`src/verilog/start_cmd_pkg.sv`:
```
// constants for the start/stop/direction command source selection block
package start_cmd_pkg;
    // Avalon-MM register word addresses (byte address = 4 * word)
    localparam logic [3:0] ADDR_LOC_ONE_MODE = 4'h0;
    localparam logic [3:0] ADDR_LOC_ONE_TRIG = 4'h1;
    localparam logic [3:0] ADDR_LOC_ONE_SRC_A = 4'h2;
    localparam logic [3:0] ADDR_LOC_ONE_SRC_B = 4'h3;
    localparam logic [3:0] ADDR_LOC_ONE_SRC_C = 4'h4;
    localparam logic [3:0] ADDR_LOC_TWO_MODE = 4'h5;
    localparam logic [3:0] ADDR_STATUS = 4'h6;
    // command modes
    localparam logic [4:0] MODE_NONE = 5'h00;
    localparam logic [4:0] MODE_START = 5'h01;
    localparam logic [4:0] MODE_START_DIR = 5'h02;
    localparam logic [4:0] MODE_FWD_REV = 5'h03;
    localparam logic [4:0] MODE_FIELDBUS = 5'h0E;
    // trigger kinds
    localparam logic TRIG_EDGE = 1'b0;
    localparam logic TRIG_LEVEL = 1'b1;
    // source selector codes
    localparam logic [4:0] SRC_OFF = 5'h00;
    localparam logic [4:0] SRC_ON = 5'h01;
    localparam logic [4:0] SRC_DI_FIRST = 5'h02;
    localparam logic [4:0] SRC_DI_LAST = 5'h07;
    localparam logic [4:0] SRC_TIMED_FIRST = 5'h12;
    localparam logic [4:0] SRC_TIMED_LAST = 5'h14;
    localparam logic [4:0] SRC_SUPV_FIRST = 5'h18;
    localparam logic [4:0] SRC_SUPV_LAST = 5'h1A;
    // reset values
    localparam logic [4:0] RST_LOC_ONE_MODE = MODE_START_DIR;
    localparam logic RST_LOC_ONE_TRIG = TRIG_LEVEL;
    localparam logic [4:0] RST_SRC_A = SRC_DI_FIRST;
    localparam logic [4:0] RST_SRC_B = SRC_OFF;
    localparam logic [4:0] RST_SRC_C = SRC_OFF;
    localparam logic [4:0] RST_LOC_TWO_MODE = MODE_NONE;
    // status bit positions
    localparam int STAT_START = 0;
    localparam int STAT_REVERSE = 1;
    localparam int STAT_FB_SEL = 2;
endpackage : start_cmd_pkg

```
`src/verilog/start_cmd_select.sv`:
```
// location-one start/stop/direction command source selection with register slave
module start_cmd_select (
    input wire logic sys_clk,
    input wire logic arst_n,
    input wire logic clk_en,
    input wire logic [3:0] avs_address,
    input wire logic avs_read,
    input wire logic avs_write,
    input wire logic [31:0] avs_writedata,
    output logic [31:0] avs_readdata,
    output logic avs_waitrequest,
    input wire logic [5:0] delayed_input_word,
    input wire logic [2:0] timed_status,
    input wire logic [2:0] supv_status,
    input wire logic fb_start,
    input wire logic fb_reverse,
    output logic run_cmd,
    output logic reverse_cmd,
    output logic [4:0] loc_two_command_mode
);
    logic [4:0] loc_one_command_mode_q;
    logic loc_one_trigger_kind_q;
    logic [4:0] loc_one_source_a_q;
    logic [4:0] loc_one_source_b_q;
    logic [4:0] loc_one_source_c_q;
    logic [4:0] loc_two_mode_q;
    logic ack_q;
    logic [31:0] rdata_q;
    logic [5:0] di_s1_q;
    logic [5:0] di_s2_q;
    logic [2:0] tm_s1_q;
    logic [2:0] tm_s2_q;
    logic [2:0] sv_s1_q;
    logic [2:0] sv_s2_q;
    logic [1:0] fb_s1_q;
    logic [1:0] fb_s2_q;
    logic src_a;
    logic src_b;
    logic src_a_prev_q;
    logic src_b_prev_q;
    logic run_d;
    logic rev_d;
    logic run_q;
    logic rev_q;

    // one wait cycle per access keeps read data registered
    assign avs_waitrequest = (avs_read | avs_write) & ~ack_q;
    assign avs_readdata = rdata_q;
    assign run_cmd = run_q;
    assign reverse_cmd = rev_q;
    assign loc_two_command_mode = loc_two_mode_q;

    always_ff @(posedge sys_clk or negedge arst_n) begin
        if (!arst_n) begin
            ack_q <= 1'b0;
        end else if (clk_en) begin
            ack_q <= (avs_read | avs_write) & ~ack_q;
        end
    end

    always_ff @(posedge sys_clk or negedge arst_n) begin
        if (!arst_n) begin
            loc_one_command_mode_q <= start_cmd_pkg::RST_LOC_ONE_MODE;
            loc_one_trigger_kind_q <= start_cmd_pkg::RST_LOC_ONE_TRIG;
            loc_one_source_a_q <= start_cmd_pkg::RST_SRC_A;
            loc_one_source_b_q <= start_cmd_pkg::RST_SRC_B;
            loc_one_source_c_q <= start_cmd_pkg::RST_SRC_C;
            loc_two_mode_q <= start_cmd_pkg::RST_LOC_TWO_MODE;
        // the write lands on the edge that ends the wait, as the master sees it complete
        end else if (clk_en && avs_write && ack_q) begin
            unique case (avs_address)
                start_cmd_pkg::ADDR_LOC_ONE_MODE: loc_one_command_mode_q <= avs_writedata[4:0];
                start_cmd_pkg::ADDR_LOC_ONE_TRIG: loc_one_trigger_kind_q <= avs_writedata[0];
                start_cmd_pkg::ADDR_LOC_ONE_SRC_A: loc_one_source_a_q <= avs_writedata[4:0];
                start_cmd_pkg::ADDR_LOC_ONE_SRC_B: loc_one_source_b_q <= avs_writedata[4:0];
                start_cmd_pkg::ADDR_LOC_ONE_SRC_C: loc_one_source_c_q <= avs_writedata[4:0];
                start_cmd_pkg::ADDR_LOC_TWO_MODE: loc_two_mode_q <= avs_writedata[4:0];
                default: begin
                end
            endcase
        end
    end

    always_ff @(posedge sys_clk or negedge arst_n) begin
        if (!arst_n) begin
            rdata_q <= 32'h0000_0000;
        end else if (clk_en && avs_read && !ack_q) begin
            unique case (avs_address)
                start_cmd_pkg::ADDR_LOC_ONE_MODE: rdata_q <= {27'h0, loc_one_command_mode_q};
                start_cmd_pkg::ADDR_LOC_ONE_TRIG: rdata_q <= {31'h0, loc_one_trigger_kind_q};
                start_cmd_pkg::ADDR_LOC_ONE_SRC_A: rdata_q <= {27'h0, loc_one_source_a_q};
                start_cmd_pkg::ADDR_LOC_ONE_SRC_B: rdata_q <= {27'h0, loc_one_source_b_q};
                start_cmd_pkg::ADDR_LOC_ONE_SRC_C: rdata_q <= {27'h0, loc_one_source_c_q};
                start_cmd_pkg::ADDR_LOC_TWO_MODE: rdata_q <= {27'h0, loc_two_mode_q};
                start_cmd_pkg::ADDR_STATUS: begin
                    rdata_q <= 32'h0000_0000;
                    rdata_q[start_cmd_pkg::STAT_START] <= run_q;
                    rdata_q[start_cmd_pkg::STAT_REVERSE] <= rev_q;
                    rdata_q[start_cmd_pkg::STAT_FB_SEL] <=
                        (loc_one_command_mode_q == start_cmd_pkg::MODE_FIELDBUS);
                end
                default: rdata_q <= 32'h0000_0000;
            endcase
        end
    end

    // all status bits come from outside this clock, so two stages each
    always_ff @(posedge sys_clk or negedge arst_n) begin
        if (!arst_n) begin
            di_s1_q <= 6'h00;
            di_s2_q <= 6'h00;
            tm_s1_q <= 3'h0;
            tm_s2_q <= 3'h0;
            sv_s1_q <= 3'h0;
            sv_s2_q <= 3'h0;
            fb_s1_q <= 2'h0;
            fb_s2_q <= 2'h0;
        end else if (clk_en) begin
            di_s1_q <= delayed_input_word;
            di_s2_q <= di_s1_q;
            tm_s1_q <= timed_status;
            tm_s2_q <= tm_s1_q;
            sv_s1_q <= supv_status;
            sv_s2_q <= sv_s1_q;
            fb_s1_q <= {fb_reverse, fb_start};
            fb_s2_q <= fb_s1_q;
        end
    end

    // reserved codes read as constant off
    function automatic logic pick(input logic [4:0] code, input logic [5:0] di,
                                  input logic [2:0] tm, input logic [2:0] sv);
        logic r;
        r = 1'b0;
        if (code == start_cmd_pkg::SRC_ON) begin
            r = 1'b1;
        end else if (code >= start_cmd_pkg::SRC_DI_FIRST && code <= start_cmd_pkg::SRC_DI_LAST) begin
            r = di[3'(code - start_cmd_pkg::SRC_DI_FIRST)];
        end else if (code >= start_cmd_pkg::SRC_TIMED_FIRST &&
                     code <= start_cmd_pkg::SRC_TIMED_LAST) begin
            r = tm[2'(code - start_cmd_pkg::SRC_TIMED_FIRST)];
        end else if (code >= start_cmd_pkg::SRC_SUPV_FIRST &&
                     code <= start_cmd_pkg::SRC_SUPV_LAST) begin
            r = sv[2'(code - start_cmd_pkg::SRC_SUPV_FIRST)];
        end
        return r;
    endfunction

    // source three is selectable but no location-one mode here consumes it
    assign src_a = pick(loc_one_source_a_q, di_s2_q, tm_s2_q, sv_s2_q);
    assign src_b = pick(loc_one_source_b_q, di_s2_q, tm_s2_q, sv_s2_q);

    always_ff @(posedge sys_clk or negedge arst_n) begin
        if (!arst_n) begin
            src_a_prev_q <= 1'b0;
            src_b_prev_q <= 1'b0;
        end else if (clk_en) begin
            src_a_prev_q <= src_a;
            src_b_prev_q <= src_b;
        end
    end

    always_comb begin
        logic edge_mode;
        logic rise_a;
        logic rise_b;
        edge_mode = (loc_one_trigger_kind_q == start_cmd_pkg::TRIG_EDGE);
        rise_a = src_a & ~src_a_prev_q;
        rise_b = src_b & ~src_b_prev_q;
        run_d = run_q;
        rev_d = rev_q;
        unique case (loc_one_command_mode_q)
            start_cmd_pkg::MODE_START: begin
                if (!src_a) begin
                    run_d = 1'b0;
                end else if (!edge_mode || rise_a) begin
                    run_d = 1'b1;
                end
                rev_d = 1'b0;
            end
            start_cmd_pkg::MODE_START_DIR: begin
                if (!src_a) begin
                    run_d = 1'b0;
                end else if (!edge_mode || rise_a) begin
                    run_d = 1'b1;
                end
                rev_d = src_b;
            end
            start_cmd_pkg::MODE_FWD_REV: begin
                if (src_a == src_b) begin
                    run_d = 1'b0;
                end else if (src_a && (!edge_mode || rise_a)) begin
                    run_d = 1'b1;
                    rev_d = 1'b0;
                end else if (src_b && (!edge_mode || rise_b)) begin
                    run_d = 1'b1;
                    rev_d = 1'b1;
                end
            end
            start_cmd_pkg::MODE_FIELDBUS: begin
                // fieldbus start is a level; trigger kind not applied
                run_d = fb_s2_q[0];
                rev_d = fb_s2_q[1];
            end
            default: begin
                run_d = 1'b0;
                rev_d = 1'b0;
            end
        endcase
    end

    always_ff @(posedge sys_clk or negedge arst_n) begin
        if (!arst_n) begin
            run_q <= 1'b0;
            rev_q <= 1'b0;
        end else if (clk_en) begin
            run_q <= run_d;
            rev_q <= rev_d;
        end
    end

    a_none_no_run: assert property (@(posedge sys_clk) disable iff (!arst_n)
        (clk_en && loc_one_command_mode_q == start_cmd_pkg::MODE_NONE) |=> !run_q)
        else $error("run with no command source");
    a_edge_needs_rise: assert property (@(posedge sys_clk) disable iff (!arst_n)
        (clk_en && !run_q && loc_one_trigger_kind_q == start_cmd_pkg::TRIG_EDGE &&
         (loc_one_command_mode_q == start_cmd_pkg::MODE_START ||
          loc_one_command_mode_q == start_cmd_pkg::MODE_START_DIR) && src_a_prev_q) |=> !run_q)
        else $error("edge start without rising source");
    a_level_starts: assert property (@(posedge sys_clk) disable iff (!arst_n)
        (clk_en && loc_one_trigger_kind_q == start_cmd_pkg::TRIG_LEVEL &&
         loc_one_command_mode_q == start_cmd_pkg::MODE_START_DIR && src_a) |=> run_q)
        else $error("level start not taken");
    a_dir_follows: assert property (@(posedge sys_clk) disable iff (!arst_n)
        (clk_en && loc_one_command_mode_q == start_cmd_pkg::MODE_START_DIR) |=>
        (rev_q == $past(src_b)))
        else $error("direction not from source two");
    a_both_stop: assert property (@(posedge sys_clk) disable iff (!arst_n)
        (clk_en && loc_one_command_mode_q == start_cmd_pkg::MODE_FWD_REV && src_a == src_b)
        |=> !run_q)
        else $error("mode 3 equal sources must stop");
    a_fb_follows: assert property (@(posedge sys_clk) disable iff (!arst_n)
        (clk_en && loc_one_command_mode_q == start_cmd_pkg::MODE_FIELDBUS) |=>
        (run_q == $past(fb_s2_q[0])))
        else $error("fieldbus start not followed");
    a_const_on: assert property (@(posedge sys_clk) disable iff (!arst_n)
        (loc_one_source_a_q == start_cmd_pkg::SRC_ON) |-> src_a)
        else $error("constant on selector low");
    a_di_route: assert property (@(posedge sys_clk) disable iff (!arst_n)
        (loc_one_source_b_q == start_cmd_pkg::SRC_DI_LAST) |-> (src_b == di_s2_q[5]))
        else $error("last input code misrouted");
    a_tm_route: assert property (@(posedge sys_clk) disable iff (!arst_n)
        (loc_one_source_a_q == start_cmd_pkg::SRC_TIMED_FIRST) |-> (src_a == tm_s2_q[0]))
        else $error("timed code misrouted");
    a_sv_route: assert property (@(posedge sys_clk) disable iff (!arst_n)
        (loc_one_source_a_q == start_cmd_pkg::SRC_SUPV_LAST) |-> (src_a == sv_s2_q[2]))
        else $error("supervision code misrouted");
    // decisions are checked against the synchronised sources, not the raw pins
    a_fwd_alone: assert property (@(posedge sys_clk) disable iff (!arst_n)
        (clk_en && loc_one_command_mode_q == start_cmd_pkg::MODE_FWD_REV && src_a && !src_b &&
         loc_one_trigger_kind_q == start_cmd_pkg::TRIG_LEVEL) |=> (run_q && !rev_q))
        else $error("mode 3 forward start missing");
    a_rev_alone: assert property (@(posedge sys_clk) disable iff (!arst_n)
        (clk_en && loc_one_command_mode_q == start_cmd_pkg::MODE_FWD_REV && !src_a && src_b &&
         loc_one_trigger_kind_q == start_cmd_pkg::TRIG_LEVEL) |=> (run_q && rev_q))
        else $error("mode 3 reverse start missing");
    a_edge_rise_starts: assert property (@(posedge sys_clk) disable iff (!arst_n)
        (clk_en && loc_one_trigger_kind_q == start_cmd_pkg::TRIG_EDGE &&
         src_a && !src_a_prev_q &&
         (loc_one_command_mode_q == start_cmd_pkg::MODE_START ||
          loc_one_command_mode_q == start_cmd_pkg::MODE_START_DIR)) |=> run_q)
        else $error("edge start not taken on rise");
    a_off_const: assert property (@(posedge sys_clk) disable iff (!arst_n)
        (loc_one_source_b_q == start_cmd_pkg::SRC_OFF) |-> !src_b)
        else $error("constant off selector high");
    a_fb_dir: assert property (@(posedge sys_clk) disable iff (!arst_n)
        (clk_en && loc_one_command_mode_q == start_cmd_pkg::MODE_FIELDBUS) |=>
        (rev_q == $past(fb_s2_q[1])))
        else $error("fieldbus direction not followed");
    c_edge_start: cover property (@(posedge sys_clk) disable iff (!arst_n)
        (loc_one_trigger_kind_q == start_cmd_pkg::TRIG_EDGE && !run_q) ##1 run_q);
    c_frozen_run: cover property (@(posedge sys_clk) disable iff (!arst_n)
        !clk_en && run_q);
    c_fwd_start: cover property (@(posedge sys_clk) disable iff (!arst_n)
        !run_q ##1 run_q && !rev_q);
    c_rev_start: cover property (@(posedge sys_clk) disable iff (!arst_n)
        !run_q ##1 run_q && rev_q);
    c_fb_run: cover property (@(posedge sys_clk) disable iff (!arst_n)
        loc_one_command_mode_q == start_cmd_pkg::MODE_FIELDBUS && run_q);
endmodule // start_cmd_select

```
`config.mk`:
```
export PLATFORM = sky130hd
export DESIGN_NAME = start_cmd_select
export DESIGN_NICKNAME = d
export VERILOG_FILES = /design/src/verilog/start_cmd_pkg.sv /design/src/verilog/start_cmd_select.sv
export SDC_FILE = /design/constraint.sdc
export NUM_CORES = 1
export LEC_CHECK = 0
export ABC_CLOCK_PERIOD_IN_PS = 2330
export BUFFER_PORTS_ARGS = -buffer_cell sky130_fd_sc_hd__buf_2
export CAP_MARGIN = 0
export CELL_PAD_IN_SITES_DETAIL_PLACEMENT = 1
export CELL_PAD_IN_SITES_GLOBAL_PLACEMENT = 2
export CORE_MARGIN = 2
export CORE_UTILIZATION = 31
export CTS_BUF_LIST = sky130_fd_sc_hd__clkbuf_8
export DETAILED_ROUTE_END_ITERATION = 10
export GPL_TIMING_DRIVEN = 0
export PLACE_DENSITY = 0.84
export SLEW_MARGIN = 20
export SYNTH_ARGS = -nofsm -noshare
export SYNTH_HDL_FRONTEND = slang
export SYNTH_SLANG_ARGS = --single-unit
```
`constraint.sdc`:
```
create_clock -name sys_clk -period 2.33 [get_ports sys_clk]
set_input_delay 0.466 -clock sys_clk [delete_from_list [all_inputs] [get_ports sys_clk]]
set_output_delay 0.466 -clock sys_clk [all_outputs]
set_load 0.02 [all_outputs]
```
==> results of run 1 <==
-- per-stage QoR --
step | cells | hold WS (ps)
detailed placement | 530 | 421
global placement | 529 | 469
finish | 554 | 38.3
global route | 554 | 49.8
CTS | 552 | 38.4
floorplan | 348 | 170
-- power by group through the flow --
stage                     registers [µW]  clock network [µW]  logic, µW
after floorplan                     1480                   0        802
after global placement              1480                   0       1070
final                               1480                 902       1370
after global routing                1510                 977       1480
after detailed placement            1500                   0       1110
after CTS                           1480                 923       1260
-- registers in the layout (all words and copies together), names as in the netlist, 5 cells and up --
register,flops
loc_one_source_b_q,5
loc_one_command_mode_q,5
loc_one_source_c_q,5
avs_readdata,5
di_s2_q,6
loc_two_command_mode,5
loc_one_source_a_q,5
di_s1_q,6
-- per-layer routing --
layer	track usage (%)	wire length [µm]
met1	19.2	4030
met2	25.3	4720
met3	3.51	338
met4	4.96	163
met5	0	0
-- worst reg2reg max path, stage by stage (launching register included) --
cell and delay, ps:
dfstp_2 550, buf_6 110, clkinvlp_4 100, ha_4 180
mux2i_1 180, a221oi_2 100, o32ai_2 320, o22ai_4 170
or4_4 450, a21oi_2 150, a211oi_2 60
-- worst max-delay path by stage --
| stage | slack, ps | depth (start not counted) | startpoint | to |
|---|---|---|---|---|
| 2_1_floorplan | 1 | 10 | loc_one_source_a_q[1] | run_cmd |
| 3_3_place_gp | -270 | 10 | loc_one_source_a_q[1] | run_cmd |
| 3_5_place_dp | -410 | 10 | loc_one_source_a_q[1] | run_cmd |
| 4_1_cts | -170 | 10 | loc_one_source_a_q[1] | run_cmd |
| 5_1_grt | -190 | 10 | loc_one_source_a_q[1] | run_cmd |
| 6_report | -140 | 10 | loc_one_source_a_q[1] | run_cmd |
-- timing repair --
| item | 4_1_cts | 5_1_grt |
|---|---|---|
| setup buffers | 5 | 2 |
| setup endpoints to repair | 2 | 3 |
| gates cloned | 1 | 0 |
| pin swaps | 11 | 10 |
| resized for setup | 13 | 16 |
-- cell type report --
class                      instances  area (µm²)
inverter                           9        41.3
timing repair buffer              47         280
clock buffer                      12         165
buffer                            45         309
fill                            1284        6890
tap                              143         179
multi-input combinational        230        1930
clock inverter                     4        20.0
sequential                        64        1610
-- layout by cell type, fill, tap and decap left out, types with 5 or more instances in the layout --
cell type	count
ha_1	6
nor3_1	6
clkbuf_1	8
buf_6	7
mux2_2	51
nor2_1	12
mux2i_1	11
a22o_1	5
buf_4	34
clkbuf_8	12
conb_1	27
inv_1	9
dfrtp_1	61
o21ai_0	7
nand2_1	15
a21oi_1	5
nor2b_1	6
buf_2	38
nand2b_1	6
-- cell families (layout without fill, tap and decap cells) --
logic type,after synthesis,after routing,share of synthesized area (%)
other,1,27,0.103
flip-flops,64,64,44.1
AND/OR/NAND/NOR,74,74,11.7
multiplexers,69,69,21.9
adder cells (fa/ha/maj),8,8,2.75
AO/OA/AOI/OAI,50,50,10.0
XOR/XNOR,2,2,0.481
buffers and inverters,54,117,8.97
-- cell usage after synthesis (all sizes together), types with 7 or more instances --
| library cell | count | area [µm²] |
|---|---|---|
| nor3 | 7 | 35.0 |
| nor2 | 12 | 45.0 |
| ha | 8 | 100 |
| buf | 37 | 263 |
| dfrtp | 61 | 1530 |
| clkbuf | 8 | 30.0 |
| inv | 9 | 33.8 |
| nand2 | 16 | 60.1 |
| mux2i | 11 | 110 |
| o21ai | 9 | 45.0 |
| mux2 | 55 | 619 |
| nor2b | 7 | 43.8 |
==> flow_metrics.py, run 1 <==
metrics = {
    "run_status": {
        "status": "complete, but fails checks",
        "violations": "setup timing",
    },
    "floorplanning": {
        "rows": 39,
        "die_w_um": 112,
        "start_util_pct": 31.9,
        "ioPinCount": 95,
        "die_area_um2": 12600,
        "die_y_um": 112,
        "core_um2": 11400,
    },
    "drt": {
        "drt_first_iter_violations": 76,
        "remaining_drc_errors": 0,
        "viasPerCell": 4.94,
        "ant_nets": 0,
        "totalWireLength_um": 9260,
        "wl_per_cell_um": 16.7,
        "first_pass_iters": 4,
        "vias": 2735,
    },
    "power": {
        "leakage_uw": 0.00205,
        "p_seq_share_pct": 39.4,
        "ir_drop_mv": 0.263,
        "p_comb_share_pct": 36.5,
        "p_int_uw": 2420,
        "total_power_uw": 3750,
        "sw_frac_of_total_pct": 35.5,
        "p_switching_uw": 1330,
        "p_per_area_nw_per_um2": 828,
        "clock_power_share_pct": 24.1,
    },
    "critical_path": {
        "rr_endpoint": "run_cmd",
        "r2r_cells": 10,
        "cp_slowest_cell": "dfstp_2",
        "critPathLaunchType": "register",
        "arrival_ps": 2700,
        "slowest_delay_ps": 550,
        "ff2ff_setup_slack_ps": -140,
        "path_buf_inv": 2,
        "critPathMaxFanout": 3,
        "worstReg2RegStart": "loc_one_source_a_q[1]",
        "critPathKind": "register to register",
        "path_cells": "buf_6 -> clkinvlp_4 -> ha_4 -> mux2i_1 -> a221oi_2 -> o32ai_2 -> o22ai_4 -> or4_4 -> a21oi_2 -> a211oi_2",
        "crit_family": "compound AO/OA/AOI/OAI gates",
        "crit_required_ps": 2550,
        "cp-end-kind": "register",
    },
    "sta": {
        "relSlewSlack_pct": 55.6,
        "maxSlewViolCount": 0,
        "setup-violations-final": 2,
        "fin_crit_sh_pct": 106,
        "hold_violations": 0,
        "grt_setup_unrepaired": "yes",
        "worstMarginPinSlew_ps": 666,
        "clock-skew-final_ps": 9.93,
        "setup_tns_ps": -254,
        "fmax_mhz": 404,
        "fin_crit_ps": 2470,
        "fin_ws_ps": -142,
    },
    "global_route": {
        "globalRouteOverflowTotal": 0,
        "grt_pass1_vias": 2850,
        "grt_max_degree": 37,
        "track_usage_pct": 15.0,
        "antenna_found_initial": 0,
        "grt_first_pass_wirelength_um": 14900,
    },
    "place": {
        "io_buffers": 38,
        "gp_congestion": 0.779,
        "placed_area_um2": 4140,
        "dp_slack_ps": -409,
        "dp_hpwl_um": 6620,
    },
    "synthesis": {
        "synth.distinct_cells": 58,
        "ys_async_sr_fraction_pct": 100,
        "synthesis.area_um2": 3640,
        "synth-seq-cells": 64,
        "synth_warnings": 0,
        "netlist_instances": 322,
        "synth_ff_type": "dfrtp_1",
        "synth_edf_count": 0,
        "ys_seq_area_share_pct": 44.1,
        "avgSynthCellArea_um2": 11.3,
    },
    "finish": {
        "utilization_pct": 39.6,
        "antenna_cells": 0,
        "nets": 469,
        "stdcell_area_um2": 4530,
        "final_layout_size_suffix_gt1_share_pct": 42.3,
        "syn_to_final_growth_pct": 24.3,
    },
    "cts": {
        "clkLatencyLatePin_ps": 350,
        "cts_buffer_depth": 2,
        "clk_pin_slew_ps": 70,
        "h-tree-depth": 3,
        "hold_buffers": 0,
        "cts_buffers": 9,
        "root_buffer": "clkbuf_8",
        "cts_tree": "yes",
        "clkSinkCount": 64,
    },
    "job": {
        "drv_cap": 0,
    },
    "min_path": {
        "worstHoldPathType": "primary input to async pin",
    },
}
No activity file was read; power rests on OpenSTA's default activity.
==> inputs of run 2 (changes only) <==
Settings changed: ABC_CLOCK_PERIOD_IN_PS 2330 to 3100, CORE_UTILIZATION 31 to 36, PLACE_DENSITY 0.84 to unset, PLACE_DENSITY_LB_ADDON set to 0.15.
Clock period 2.33 ns to 3.1 ns, I/O delays scaled along.
==> run 2 against run 1 <==
Against the previous run:
- the run now ends clean
- core utilization is 4.8 points higher
- fmax is 12% lower
- sequential power is 25% lower
- critical endpoint unchanged
- largest cell class unchanged
==> flow_metrics.py, run 2 (synthesis gave the netlist of run 1 again) <==
metrics = {
    "sta": {
        "hold_violations": 0,
        "fin_crit_sh_pct": 90.4,
        "fin_crit_ps": 2800,
        "maxSlewViolCount": 0,
        "grt_setup_unrepaired": "no",
        "clock-skew-final_ps": 7.69,
        "worstMarginPinSlew_ps": 665,
        "setup-violations-final": 0,
        "relSlewSlack_pct": 55.4,
        "setup_tns_ps": 0,
        "fmax_mhz": 357,
    },
    "place": {
        "gp_congestion": 0.788,
        "dp_hpwl_um": 6550,
        "placed_area_um2": 4120,
        "io_buffers": 38,
    },
    "drt": {
        "totalWireLength_um": 8800,
        "first_pass_iters": 4,
        "remaining_drc_errors": 0,
        "drt_first_iter_violations": 105,
        "wl_per_cell_um": 16.4,
        "vias": 2662,
        "viasPerCell": 4.97,
        "ant_nets": 0,
    },
    "global_route": {
        "gr-usage-met2_pct": 26.8,
        "track_usage_pct": 17.3,
        "grt_max_degree": 35,
        "grt_first_pass_wirelength_um": 14800,
        "met1_usage_pct": 23.8,
        "grt_pass1_vias": 2722,
        "grt_busiest_layer": "met2",
        "antenna_found_initial": 0,
        "use_met3_pct": 4.87,
        "globalRouteOverflowTotal": 0,
    },
    "cts": {
        "clk_pin_slew_ps": 70,
        "cts_tree": "yes",
        "h-tree-depth": 3,
        "post_cts_resized": 0,
        "root_buffer": "clkbuf_8",
        "postCtsSetupBuffers": 0,
        "cts_buffers": 9,
        "cts_buffer_depth": 2,
        "clkLatencyLatePin_ps": 350,
        "clkSinkCount": 64,
        "hold_buffers": 0,
    },
    "power": {
        "p_per_area_nw_per_um2": 632,
        "leakage_uw": 0.00199,
        "total_power_uw": 2740,
        "ir_drop_mv": 0.290,
    },
    "floorplanning": {
        "core_um2": 9770,
        "ioPinCount": 95,
        "die_area_um2": 10900,
        "die_w_um": 105,
        "die_y_um": 105,
        "start_util_pct": 37.3,
        "rows": 36,
    },
    "finish": {
        "nets": 461,
        "fillers": 1128,
        "final_layout_size_suffix_gt1_share_pct": 37.5,
        "top_regs": "di_s1_q: 6 flops, di_s2_q: 6 flops",
        "syn_to_final_growth_pct": 19.2,
        "layout_common_cells": "dfrtp_1, mux2_2, buf_2, buf_4, conb_1",
        "stdcell_area_um2": 4340,
        "final_common_cell": "dfrtp_1",
        "antenna_cells": 0,
    },
    "run_status": {
        "status": "finished, final reports clean",
    },
    "critical_path": {
        "crit_required_ps": 3320,
        "ff2ff_setup_slack_ps": 300,
        "critPathLaunchType": "register",
        "arrival_ps": 3020,
        "critPathMaxFanout": 10,
        "critPathKind": "register to register",
        "cp-end-kind": "register",
    },
    "job": {
        "drv_cap": 0,
    },
    "min_path": {
        "worstHoldPathType": "primary input to async pin",
    },
}
-- run 2: cell count changes in the layout (fill, tap and decap cells not counted), sizes merged --
cell | previous run | this run
buf | 84 | 76
clkinvlp | 3 | 2
clkbuf | 20 | 18
bufinv | 0 | 2
inv | 9 | 10
-- run 2: final cells by class --
| class | instances | area [µm²] | area share, % |
|---|---|---|---|
| plain buffers | 45 | 293 | 6.75 |
| clock buffers | 10 | 138 | 3.17 |
| clock inverters | 6 | 83.8 | 1.93 |
| inverters | 9 | 33.8 | 0.779 |
| multi-input cells | 230 | 1810 | 41.6 |
| flip-flops and latches | 64 | 1610 | 37.0 |
| well taps | 133 | 166 | 3.84 |
| repair buffers | 39 | 213 | 4.90 |
-- run 2: per-stage QoR --
step	cells	utilization, %	hold WS, ps	setup slack (ps)
5_1_grt	536	44.4	216	56.0
2_1_floorplan	348	-	324	665
3_5_place_dp	520	42.1	481	286
6_report	536	44.4	202	297
3_3_place_gp	519	41.9	466	332
4_1_cts	536	44.4	207	267
-- run 2: worst paths after layout --
kind,startpoint,cells after the start,endpoint
max,loc_one_source_a_q[1],10,run_cmd
min,arst_n,1,di_s1_q[3]
max reg2reg,loc_one_source_a_q[1],10,run_cmd
min reg2reg,sv_s1_q[2],2,sv_s2_q[2]
max in group asynchronous,arst_n,2,loc_one_command_mode_q[1]
min in group sys_clk,sv_s1_q[2],2,sv_s2_q[2]
-- run 2: routing by layer --
| layer | vias to the layer above | part of all wire, % |
|---|---|---|
| li1 | 1265 | - |
| met1 | 1320 | 48 |
| met2 | 65 | 46 |
| met3 | 12 | 4.8 |
| met4 | 0 | 1.3 |
| met5 | - | 0 |
-- run 2: where the power goes --
part	switching [µW]	internal, µW	total (µW)
sequential	127	979	1110
combinational	440	385	825
clock	342	470	813
total	910	1830	2740
-- run 2: critical path, cell delays in order, from the launching register on --
cell and delay, ps:
dfstp_2 570, buf_2 240, inv_1 130, ha_1 280
mux2i_1 150, a221oi_1 100, o32ai_1 230, o22ai_1 180
or4_1 560, a21oi_1 190, a211oi_2 60
